[src/design/t8cc_pkg.sv]
// Constants for the 8-bit capture timer and its register bank.
package t8cc_pkg;
    // ------------------------------------------------------------
    // Register indices; the byte address is four times the index.
    // ------------------------------------------------------------
    localparam logic [7:0] IDX_CONTROL = 8'h00; // Timer control.
    localparam logic [7:0] IDX_HOLD_HIGH = 8'h07; // Word reload high byte.
    localparam logic [7:0] IDX_WORD_CAP_LOW = 8'h08; // Word capture low byte.
    localparam logic [7:0] IDX_WORD_CAP_HIGH = 8'h09; // Word capture high byte.
    localparam logic [7:0] IDX_CAP_LOW_LEVEL = 8'h0A; // Count while input is 0.
    localparam logic [7:0] IDX_CAP_HIGH_LEVEL = 8'h0B; // Count while input is 1.
    localparam logic [7:0] IDX_LOAD = 8'h0C; // Byte timer initial value.
    localparam logic [7:0] IDX_INT_STATUS = 8'h0D; // Sticky event flags.
    localparam logic [7:0] IDX_INT_MASK = 8'h0E; // Event mask.
    localparam int ADDR_SHIFT = 2; // Word index to byte address shift.

    // ------------------------------------------------------------
    // Control register field positions.
    // ------------------------------------------------------------
    localparam int CTL_ENABLE = 7; // Timer enable, reads back running.
    localparam int CTL_SINGLE = 6; // 1 single pass, 0 modulo-N.
    localparam int CTL_TIMEOUT = 5; // Timeout flag, write one to clear.
    localparam int CTL_INT_MASK = 1; // Timeout interrupt enable.
    localparam int CTL_PIN_SEL = 0; // Shared pin source select.

    // ------------------------------------------------------------
    // Event flag positions in the status and mask registers.
    // ------------------------------------------------------------
    localparam int EVT_TIMEOUT = 0; // Terminal count reached.
    localparam int EVT_CAP_HIGH = 1; // High level capture stored.
    localparam int EVT_CAP_LOW = 2; // Low level capture stored.
    localparam int EVT_COUNT = 3; // Number of event flags.

    // ------------------------------------------------------------
    // Reset values and timing.
    // ------------------------------------------------------------
    localparam logic [7:0] BYTE_ZERO = 8'h00; // Cleared byte.
    localparam logic [7:0] BYTE_FULL = 8'hFF; // Saturated byte.
    localparam logic [7:0] LOAD_RESET = 8'hFF; // Initial load value.
    localparam logic [15:0] WORD_ZERO = 16'h0000; // Cleared word.
    localparam logic [31:0] DATA_ZERO = 32'h0000_0000; // Idle read data.
    localparam int TIMER_CLK_NS = 40; // Timer clock period in ns.
    localparam int CORE_CLK_NS = 10; // Core clock period in ns.
    localparam int TICK_DIV = TIMER_CLK_NS / CORE_CLK_NS; // Core cycles per tick.
    localparam logic [1:0] PRESCALE_LAST = 2'(TICK_DIV - 1); // Last divider count.
endpackage

[src/design/t8cc_sticky_flags.sv]
// Sticky event flags with write-one-to-clear, set winning over clear.
`timescale 1ns/1ps
module t8cc_sticky_flags #(
    parameter int WIDTH = 3
) (
    // Clock, reset and freeze.
    input wire logic core_clk,
    input wire logic rst,
    input wire logic ce,
    // Stop-mode recovery clears every flag.
    input wire logic recover,
    // Set and clear requests, one bit per flag.
    input wire logic [WIDTH-1:0] setBits,
    input wire logic [WIDTH-1:0] clearBits,
    // Current flag values.
    output logic [WIDTH-1:0] flags
);
    logic [WIDTH-1:0] next_flags; // Next flag values.

    // A flag set in the same cycle as its clear stays set.
    always_comb begin
        next_flags = (flags & ~clearBits) | setBits;
        if (recover) begin
            next_flags = '0;
        end
    end

    // The flags hold their value while the clock enable is low.
    always_ff @(posedge core_clk or posedge rst) begin
        if (rst) begin
            flags <= '0;
        end else if (ce) begin
            flags <= next_flags;
        end
    end
endmodule // t8cc_sticky_flags

[src/design/t8cc_timer.sv]
// Byte timer with level capture, word capture and an APB register slave.
// Function
// - High capture holds count while input one.
// - Low capture holds count while input zero.
// - Word capture high byte is the MSB.
// - Word capture low byte is the LSB.
// - Capture registers are read only bytes.
// - Read/write hold byte holds word MSB.
// - Control bit one gates timeout interrupt.
// - Control bit zero selects shared pin source.
// - Writing one to enable starts counting.
// - Modulo-N mode reloads at terminal count.
// - Single-pass mode stops at terminal count.
// - Terminal count sets the timeout flag.
// - Timeout clears only by writing one; stop-mode recovery here clears it too.
// - First timer tick may come early.
// - Double-star bits survive stop-mode recovery.
//
// Chosen here: register access over APB.
`timescale 1ns/1ps
module t8cc_timer (
    // Clock, reset and freeze.
    input wire logic core_clk,
    input wire logic rst,
    input wire logic ce,
    // Stop-mode recovery pulse.
    input wire logic stopRecovery,
    // APB slave.
    input wire logic psel,
    input wire logic penable,
    input wire logic pwrite,
    input wire logic [7:0] paddr,
    input wire logic [31:0] pwdata,
    output logic [31:0] prdata,
    output logic pready,
    output logic pslverr,
    // Monitored input and ordinary port data.
    input wire logic monitorInput,
    input wire logic portOutData,
    // Shared output pin and interrupt.
    output logic sharedOutputPin,
    output logic irq
);
    // ------------------------------------------------------------
    // State.
    // ------------------------------------------------------------
    typedef struct packed {
        logic enable; // Byte timer running.
        logic single; // Single-pass mode.
        logic intMask; // Timeout interrupt enable.
        logic pinSel; // Shared pin carries the timer output.
        logic [1:0] maskOther; // Mask bits of the capture events.
        logic [7:0] loadValue; // Byte timer initial value.
        logic [7:0] count; // Byte timer down counter.
        logic timerOut; // Byte timer output level.
        logic [7:0] holdHigh; // Word timer reload high byte.
        logic [15:0] wordCount; // Word timer up counter.
        logic [7:0] wordCapMsb; // Captured word high byte.
        logic [7:0] wordCapLsb; // Captured word low byte.
        logic [7:0] highLevel; // Ticks counted while input was one.
        logic [7:0] lowLevel; // Ticks counted while input was zero.
        logic [7:0] runLength; // Ticks of the current input level.
        logic inputLast; // Input level of the last cycle.
        logic [1:0] prescale; // Timer clock divider.
        logic [31:0] prdata; // Registered read data.
        logic pready; // Registered ready.
        logic pslverr; // Registered error.
        logic pinOut; // Registered shared pin.
        logic irq; // Registered interrupt.
    } t8cc_state_type;

    t8cc_state_type state; // Present state.
    t8cc_state_type next_state; // Next state.

    // ------------------------------------------------------------
    // Event flags.
    // ------------------------------------------------------------
    logic [t8cc_pkg::EVT_COUNT-1:0] evtSet; // Events of this cycle.
    logic [t8cc_pkg::EVT_COUNT-1:0] evtClear; // Write-one-to-clear bits.
    logic [t8cc_pkg::EVT_COUNT-1:0] evtFlags; // Sticky event flags.
    logic [t8cc_pkg::EVT_COUNT-1:0] evtMask; // Mask in event layout.

    t8cc_sticky_flags #(
        .WIDTH(t8cc_pkg::EVT_COUNT)
    ) flagsInst (
        .core_clk(core_clk),
        .rst(rst),
        .ce(ce),
        .recover(stopRecovery),
        .setBits(evtSet),
        .clearBits(evtClear),
        .flags(evtFlags)
    );

    // ------------------------------------------------------------
    // Bus decode.
    // ------------------------------------------------------------
    logic setupPhase; // First cycle of a transfer.
    logic writeDone; // Write completes at this edge.
    logic [7:0] regIndex; // Word index of the address.
    logic aligned; // Address is word aligned.
    logic tick; // One timer clock period has elapsed.
    logic inputEdge; // Monitored input changed.

    // Bus phase, register index, tick and input edge.
    always_comb begin
        // No new setup while an answer stands.
        setupPhase = psel && !penable && !state.pready;
        // A write lands with the answer, never on an error.
        writeDone = psel && penable && state.pready && pwrite && !state.pslverr;

        // One aligned word per register.
        regIndex = paddr >> t8cc_pkg::ADDR_SHIFT;
        aligned = (paddr[1:0] == 2'h0);

        // The divider runs freely, so the first tick after an enable may
        // come at any point and be shorter than a full period.
        tick = (state.prescale == t8cc_pkg::PRESCALE_LAST);
        inputEdge = monitorInput != state.inputLast;
        evtMask = {state.maskOther, state.intMask};
    end

    // ------------------------------------------------------------
    // Next state.
    // ------------------------------------------------------------
    // Timers, captures, bus answer and register writes.
    always_comb begin
        // Hold everything unless a branch changes it.
        next_state = state;
        evtSet = '0;
        evtClear = '0;

        // The timer clock divider free runs.
        if (tick) begin
            // Wrap after the last count.
            next_state.prescale = 2'h0;
        end else begin
            next_state.prescale = state.prescale + 2'h1;
        end

        // Byte timer counts down one per tick while enabled.
        if (state.enable && tick) begin
            if (state.count == t8cc_pkg::BYTE_ZERO) begin
                evtSet[t8cc_pkg::EVT_TIMEOUT] = 1'b1;
                next_state.timerOut = !state.timerOut;
                if (state.single) begin
                    // Single pass ends here.
                    next_state.enable = 1'b0;
                end else begin
                    // Modulo-N starts the next period.
                    next_state.count = state.loadValue;
                end
            end else begin
                // Count down one tick.
                next_state.count = state.count - 8'h01;
            end
        end

        // Run length of the present input level, saturating.
        // A level longer than a byte reads as full.
        if (state.enable && tick && state.runLength != t8cc_pkg::BYTE_FULL) begin
            next_state.runLength = state.runLength + 8'h01;
        end

        // Word timer counts ticks while the byte timer runs.
        if (state.enable && tick) begin
            next_state.wordCount = state.wordCount + 16'h0001;
        end

        // On an input change the finished level's length is stored.
        next_state.inputLast = monitorInput;

        // Only an enabled timer measures levels.
        if (inputEdge && state.enable) begin
            if (state.inputLast) begin
                // The old level was one.
                next_state.highLevel = state.runLength;
                evtSet[t8cc_pkg::EVT_CAP_HIGH] = 1'b1;
            end else begin
                // The old level was zero.
                next_state.lowLevel = state.runLength;
                evtSet[t8cc_pkg::EVT_CAP_LOW] = 1'b1;
            end
            next_state.runLength = t8cc_pkg::BYTE_ZERO;
            // A rising edge captures the word and restarts it from the hold byte.
            if (monitorInput) begin
                next_state.wordCapMsb = state.wordCount[15:8];
                next_state.wordCapLsb = state.wordCount[7:0];
                next_state.wordCount = {state.holdHigh, t8cc_pkg::BYTE_ZERO};
            end
        end

        // Bus answer: data and ready are prepared in the setup cycle.
        next_state.pready = setupPhase;
        // Outside a setup cycle the answer returns to idle.
        next_state.pslverr = 1'b0;
        next_state.prdata = t8cc_pkg::DATA_ZERO;
        if (setupPhase) begin
            // Refuse an address that is not word aligned.
            next_state.pslverr = !aligned;
            case (regIndex)
                // Control fields read back in place.
                t8cc_pkg::IDX_CONTROL: begin
                    next_state.prdata[t8cc_pkg::CTL_ENABLE] = state.enable;
                    next_state.prdata[t8cc_pkg::CTL_SINGLE] = state.single;
                    next_state.prdata[t8cc_pkg::CTL_TIMEOUT] =
                        evtFlags[t8cc_pkg::EVT_TIMEOUT];
                    next_state.prdata[t8cc_pkg::CTL_INT_MASK] = state.intMask;
                    next_state.prdata[t8cc_pkg::CTL_PIN_SEL] = state.pinSel;
                end

                t8cc_pkg::IDX_HOLD_HIGH: begin
                    next_state.prdata[7:0] = state.holdHigh;
                end

                // Captures read back; writes never reach them.
                t8cc_pkg::IDX_WORD_CAP_LOW: begin
                    next_state.prdata[7:0] = state.wordCapLsb;
                end

                t8cc_pkg::IDX_WORD_CAP_HIGH: begin
                    next_state.prdata[7:0] = state.wordCapMsb;
                end

                t8cc_pkg::IDX_CAP_LOW_LEVEL: begin
                    next_state.prdata[7:0] = state.lowLevel;
                end

                t8cc_pkg::IDX_CAP_HIGH_LEVEL: begin
                    next_state.prdata[7:0] = state.highLevel;
                end

                t8cc_pkg::IDX_LOAD: begin
                    next_state.prdata[7:0] = state.loadValue;
                end

                // Status and mask in event layout.
                t8cc_pkg::IDX_INT_STATUS: begin
                    next_state.prdata[t8cc_pkg::EVT_COUNT-1:0] = evtFlags;
                end

                t8cc_pkg::IDX_INT_MASK: begin
                    next_state.prdata[t8cc_pkg::EVT_COUNT-1:0] = evtMask;
                end

                default: begin
                    // Unmapped addresses answer with an error.
                    next_state.pslverr = 1'b1;
                end
            endcase
        end

        // Register writes take effect at the completing edge.
        // Errored transfers never get here.
        if (writeDone) begin
            case (regIndex)
                t8cc_pkg::IDX_CONTROL: begin
                    // Writing one starts the timer from the initial value.
                    // A rewrite of a running timer keeps its count.
                    if (pwdata[t8cc_pkg::CTL_ENABLE] && !state.enable) begin
                        next_state.count = state.loadValue;
                        // A fresh run starts with the enable.
                        next_state.runLength = t8cc_pkg::BYTE_ZERO;
                    end
                    // Mode, interrupt gate and pin source follow the byte.
                    next_state.enable = pwdata[t8cc_pkg::CTL_ENABLE];
                    next_state.single = pwdata[t8cc_pkg::CTL_SINGLE];
                    next_state.intMask = pwdata[t8cc_pkg::CTL_INT_MASK];
                    next_state.pinSel = pwdata[t8cc_pkg::CTL_PIN_SEL];
                    // Only a written one clears the timeout flag.
                    evtClear[t8cc_pkg::EVT_TIMEOUT] = pwdata[t8cc_pkg::CTL_TIMEOUT];
                end

                // Reload high byte of the word timer.
                t8cc_pkg::IDX_HOLD_HIGH: begin
                    next_state.holdHigh = pwdata[7:0];
                end

                // Initial value of the byte timer.
                t8cc_pkg::IDX_LOAD: begin
                    next_state.loadValue = pwdata[7:0];
                end

                // Written ones clear the matching flags.
                t8cc_pkg::IDX_INT_STATUS: begin
                    evtClear = pwdata[t8cc_pkg::EVT_COUNT-1:0];
                end

                // Mask bit zero is the control's interrupt gate.
                t8cc_pkg::IDX_INT_MASK: begin
                    next_state.intMask = pwdata[t8cc_pkg::EVT_TIMEOUT];
                    next_state.maskOther = pwdata[t8cc_pkg::EVT_COUNT-1:1];
                end

                default: begin
                    // Capture registers ignore writes.
                end
            endcase
        end

        // Stop-mode recovery resets all but the double-star bit.
        // Captures, load, hold, capture mask bits and the word count survive as well.
        if (stopRecovery) begin
            next_state.enable = 1'b0;
            next_state.single = 1'b0;
            next_state.pinSel = 1'b0;
            next_state.count = t8cc_pkg::BYTE_ZERO;
            next_state.timerOut = 1'b0;
            next_state.runLength = t8cc_pkg::BYTE_ZERO;
        end

        // Shared pin carries the timer output or the port data.
        next_state.pinOut = next_state.pinSel ? next_state.timerOut : portOutData;
        // Interrupt is high while an unmasked flag is set.
        next_state.irq = |(evtFlags & evtMask);
    end

    // ------------------------------------------------------------
    // State register.
    // ------------------------------------------------------------
    // All state freezes while the clock enable is low.
    always_ff @(posedge core_clk or posedge rst) begin
        if (rst) begin
            // Only the initial value resets to a non-zero byte.
            state <= '0;
            state.loadValue <= t8cc_pkg::LOAD_RESET;
        end else if (ce) begin
            state <= next_state;
        end
    end

    // ------------------------------------------------------------
    // Outputs straight from the state register.
    // ------------------------------------------------------------
    always_comb begin
        // Bus answer.
        prdata = state.prdata;
        pready = state.pready;
        pslverr = state.pslverr;
        // Pin and interrupt.
        sharedOutputPin = state.pinOut;
        irq = state.irq;
    end
endmodule // t8cc_timer

[config.mk]
export PLATFORM = sky130hd
export DESIGN_NAME = t8cc_timer
export DESIGN_NICKNAME = d
export VERILOG_FILES = /design/src/design/t8cc_pkg.sv /design/src/design/t8cc_sticky_flags.sv /design/src/design/t8cc_timer.sv
export SDC_FILE = /design/constraint.sdc
export NUM_CORES = 1
export LEC_CHECK = 0
export BUFFER_PORTS_ARGS = -buffer_cell sky130_fd_sc_hd__buf_4
export CAP_MARGIN = 30
export CORE_ASPECT_RATIO = 0.9
export CORE_MARGIN = 3
export CORE_UTILIZATION = 45
export CTS_CLUSTER_DIAMETER = 80
export DETAILED_ROUTE_END_ITERATION = 8
export PLACE_DENSITY = 0.62
export SLEW_MARGIN = 20
export SYNTH_ARGS = -nofsm -noshare
export SYNTH_HDL_FRONTEND = slang
export SYNTH_HIERARCHICAL = 1
export SYNTH_SLANG_ARGS = --single-unit
[constraint.sdc]
create_clock -name core_clk -period 7.89 [get_ports core_clk]
set_clock_uncertainty 0.15 [all_clocks]
set_input_delay 1.578 -clock core_clk [delete_from_list [all_inputs] [get_ports core_clk]]
set_output_delay 1.578 -clock core_clk [all_outputs]
set_load 0.02 [all_outputs]
==> summary.txt <==
pin count of the biggest net entering global routing = 66
DRT antenna net count = 0
Routed Wire Length = 14.71 mm
Post-CTS Hold Fix Bufs = 0
Rel. slew slack = 0.3913
drt pass-1 iters = 5
initial antenna violation count = 0
Overall Global Routing Usage = 0.2097
RSZ-0062 raised after global routing = false
Area growth, synth to finish = 8.332%
CTS tree = built
die span in x = 126.7 µm
die height = 114.6 µm
leading area contributor after synthesis = dfrtp_1
detailed-route wire length per cell = 18.48 µm
final setup TNS = 0 ns
total power density per cell area = 170.6 nW/µm²
vias in the first global route = 4,582
CTS Root Cell = clkbuf_16
CP startpoint kind = input pin
Num CTS Buffers = 9
Tmin final = 3.724 ns
Final Cycle Share = 0.4720
share of cells above drive strength 1 = 0.1788
switching power = 0.2773 mW
detail-routed via count per cell = 5.863
nets = 681
ys async rst share = 1.000
Initial Utilization = 0.4634
Final Max Slew Viols = 0
VDD IR max = 0.1036 mV
post-CTS setup buffer count = 0
Syn Std Cell Area = 5902 µm²
Crit. End Element = flop
Via Count = 4,667
Rows = 39
Setup violations, final = 0
clock share of power = 0.403
IO Pins = 85
Synth top area share = 0.4113
Clock Path Buffers = 2
mean post-synth cell area = 9.565 µm²
Clock Sinks = 105
Final HPWL DP = 10.51 mm
Tot Pwr = 1.091 mW
capture point of the worst reg-to-reg path = state[106]$_DFFE_PP0P_
fmax = 268.5 MHz
port buffer count = 36
synth warn = 6
RD Place Congestion = 0.9039
sequential-to-total area share from yosys stat = 0.4469
worst r2r src = state[106]$_DFFE_PP0P_
Seq pwr share = 0.511
Syn Inst Count = 617
post-cts sizing count = 0
first-pass GRT wire length = 23.86 mm
core area = 12,740 µm²
hold_sp = state[51]$_DFFE_PP0P_
# DRC = 0
clk_lat worst skew = 0.35 ns
WP data arrival = 3.81 ns
grt total ovfl = 0
unique cell type count in the Yosys netlist = 68
EDFF count, synth = 0
Int Pwr = 0.8137 mW
synthesized flop and latch total = 105
Worst Path Max Fanout = 22
CTS clk-pin slew, worst paths = 0.07 ns
Final Hold Viols = 0
Leakage = 2.908 nW
Hold Path End = state[51]$_DFFE_PP0P_
1st-iter DRT viols = 353
sw frac = 0.2542
Hold Path Class = reg2reg
status = complete, no violations
Area contributors post-synth = dfrtp_1, nand2_1, mux2_2
Worst-Margin Slew = 0.9109 ns
Die Area = 14,530 µm²
H-tree depth = 3
WS Path Type = in2reg
hold depth = 2
Max-Cap Viols = 0
flop2flop setup slack = 5.34 ns
R2R depth = 5
diodes inserted = 0
Comb power frac = 0.086
Worst EP required = 7.97 ns
Synth Flop Type = dfrtp_1
how the worst max path moves through the flow:
stage / to / cells after the start / slack (ns) / start
floorplan: evtMask[0]$_DFFE_PP0P_ / 1 / 3.50 / rst
global placement: state[42]$_DFFE_PP0P_ / 6 / 3.83 / paddr[2]
detailed placement: state[43]$_DFFE_PP0P_ / 6 / 3.89 / paddr[2]
CTS: state[42]$_DFFE_PP0P_ / 6 / 4.23 / paddr[2]
global route: state[42]$_DFFE_PP0P_ / 6 / 4.07 / paddr[2]
finish: state[42]$_DFFE_PP0P_ / 6 / 4.17 / paddr[2]
cell usage in the layout, fill, tap and decap left out, types with 9 or more instances in the layout:
master / n
nand3_1: 18
nor3_1: 14
a21oi_1: 26
dfrtp_1: 97
nand4_1: 9
o22ai_1: 10
mux2_2: 30
o21ai_0: 27
a22o_1: 13
nor2_1: 31
nand2_1: 104
conb_1: 24
xor2_1: 9
inv_1: 20
clkbuf_16: 9
buf_4: 39
a31oi_1: 11
layer usage:
layer	vias up	track usage	wire (µm)
met2	166	0.3304	6698
li1	2200	-	-
met5	-	0	0
met4	0	0.08935	400
met3	28	0.06017	1079
met1	2273	0.2717	6529
flip-flops by register name, indices dropped and copies added (netlist names):
register and flops:
state 87, prdata 8, evtMask 3, flagsInst/flags 3, irq 1, pready 1, pslverr 1, sharedOutputPin 1
power by group through the flow:
| stage | combinational, mW | clock (mW) | sequential [mW] |
|---|---|---|---|
| 5_1_grt | 0.103 | 0.470 | 0.559 |
| 4_1_cts | 0.0939 | 0.451 | 0.558 |
| 3_5_place_dp | 0.0940 | 0 | 0.568 |
| 2_1_floorplan | 0.0696 | 0 | 0.568 |
| 3_3_place_gp | 0.0917 | 0 | 0.567 |
| 6_report | 0.0934 | 0.440 | 0.557 |
final cells by class:
| cell class | count | area, µm² |
|---|---|---|
| Inverter | 22 | 85.08 |
| Clock inverter | 5 | 37.54 |
| Sequential cell | 105 | 2638 |
| Fill cell | 1168 | 6342 |
| Clock buffer | 11 | 252.7 |
| Timing Repair Buffer | 39 | 292.8 |
| Tap cell | 164 | 205.2 |
| Multi-Input combinational cell | 450 | 2883 |
cell usage after synthesis (all sizes together), types with 10 or more instances:
cell and number:
a21oi 27, nor3 14, o21ai 27, a31oi 11, nor2 31, clkbuf 23, nand3 18, mux2 30
dfrtp 97, nand2 104, inv 22, a22o 13, o22ai 10, buf 40
metrics by stage:
step | std cells | hold slack, ns | setup slack, ns | instance area, µm² | util
finish | 796 | 0.3247 | 4.166 | 6394 | 0.5020
global route | 796 | 0.3478 | 4.067 | 6394 | 0.5020
CTS | 796 | 0.3285 | 4.226 | 6394 | 0.5020
detailed placement | 780 | 0.3099 | 3.894 | 6103 | 0.4792
global placement | 780 | 0.3042 | 3.825 | 6103 | 0.4792
floorplan | 640 | 0.2906 | 3.500 | 5988 | -
cell families (layout without fill, tap and decap cells):
| family | count (synthesis) | count (layout) | synth area share |
|---|---|---|---|
| compound gates | 135 | 135 | 0.1541 |
| buf+inv | 85 | 77 | 0.07929 |
| other cells | 1 | 24 | 0.0006354 |
| fa+ha+maj | 5 | 5 | 0.01060 |
| mux | 46 | 46 | 0.1035 |
| simple gates | 229 | 229 | 0.1887 |
| flops | 105 | 105 | 0.4469 |
| xor+xnor | 11 | 11 | 0.01633 |
worst max-delay path, cell delays in order:
cell and delay [ns]:
buf_4 0.22, nor4_1 0.56, nand4_1 0.31, o21ai_0 0.72, o21ai_0 0.20, a22o_1 0.21
Power figures use the tool's default switching activity.
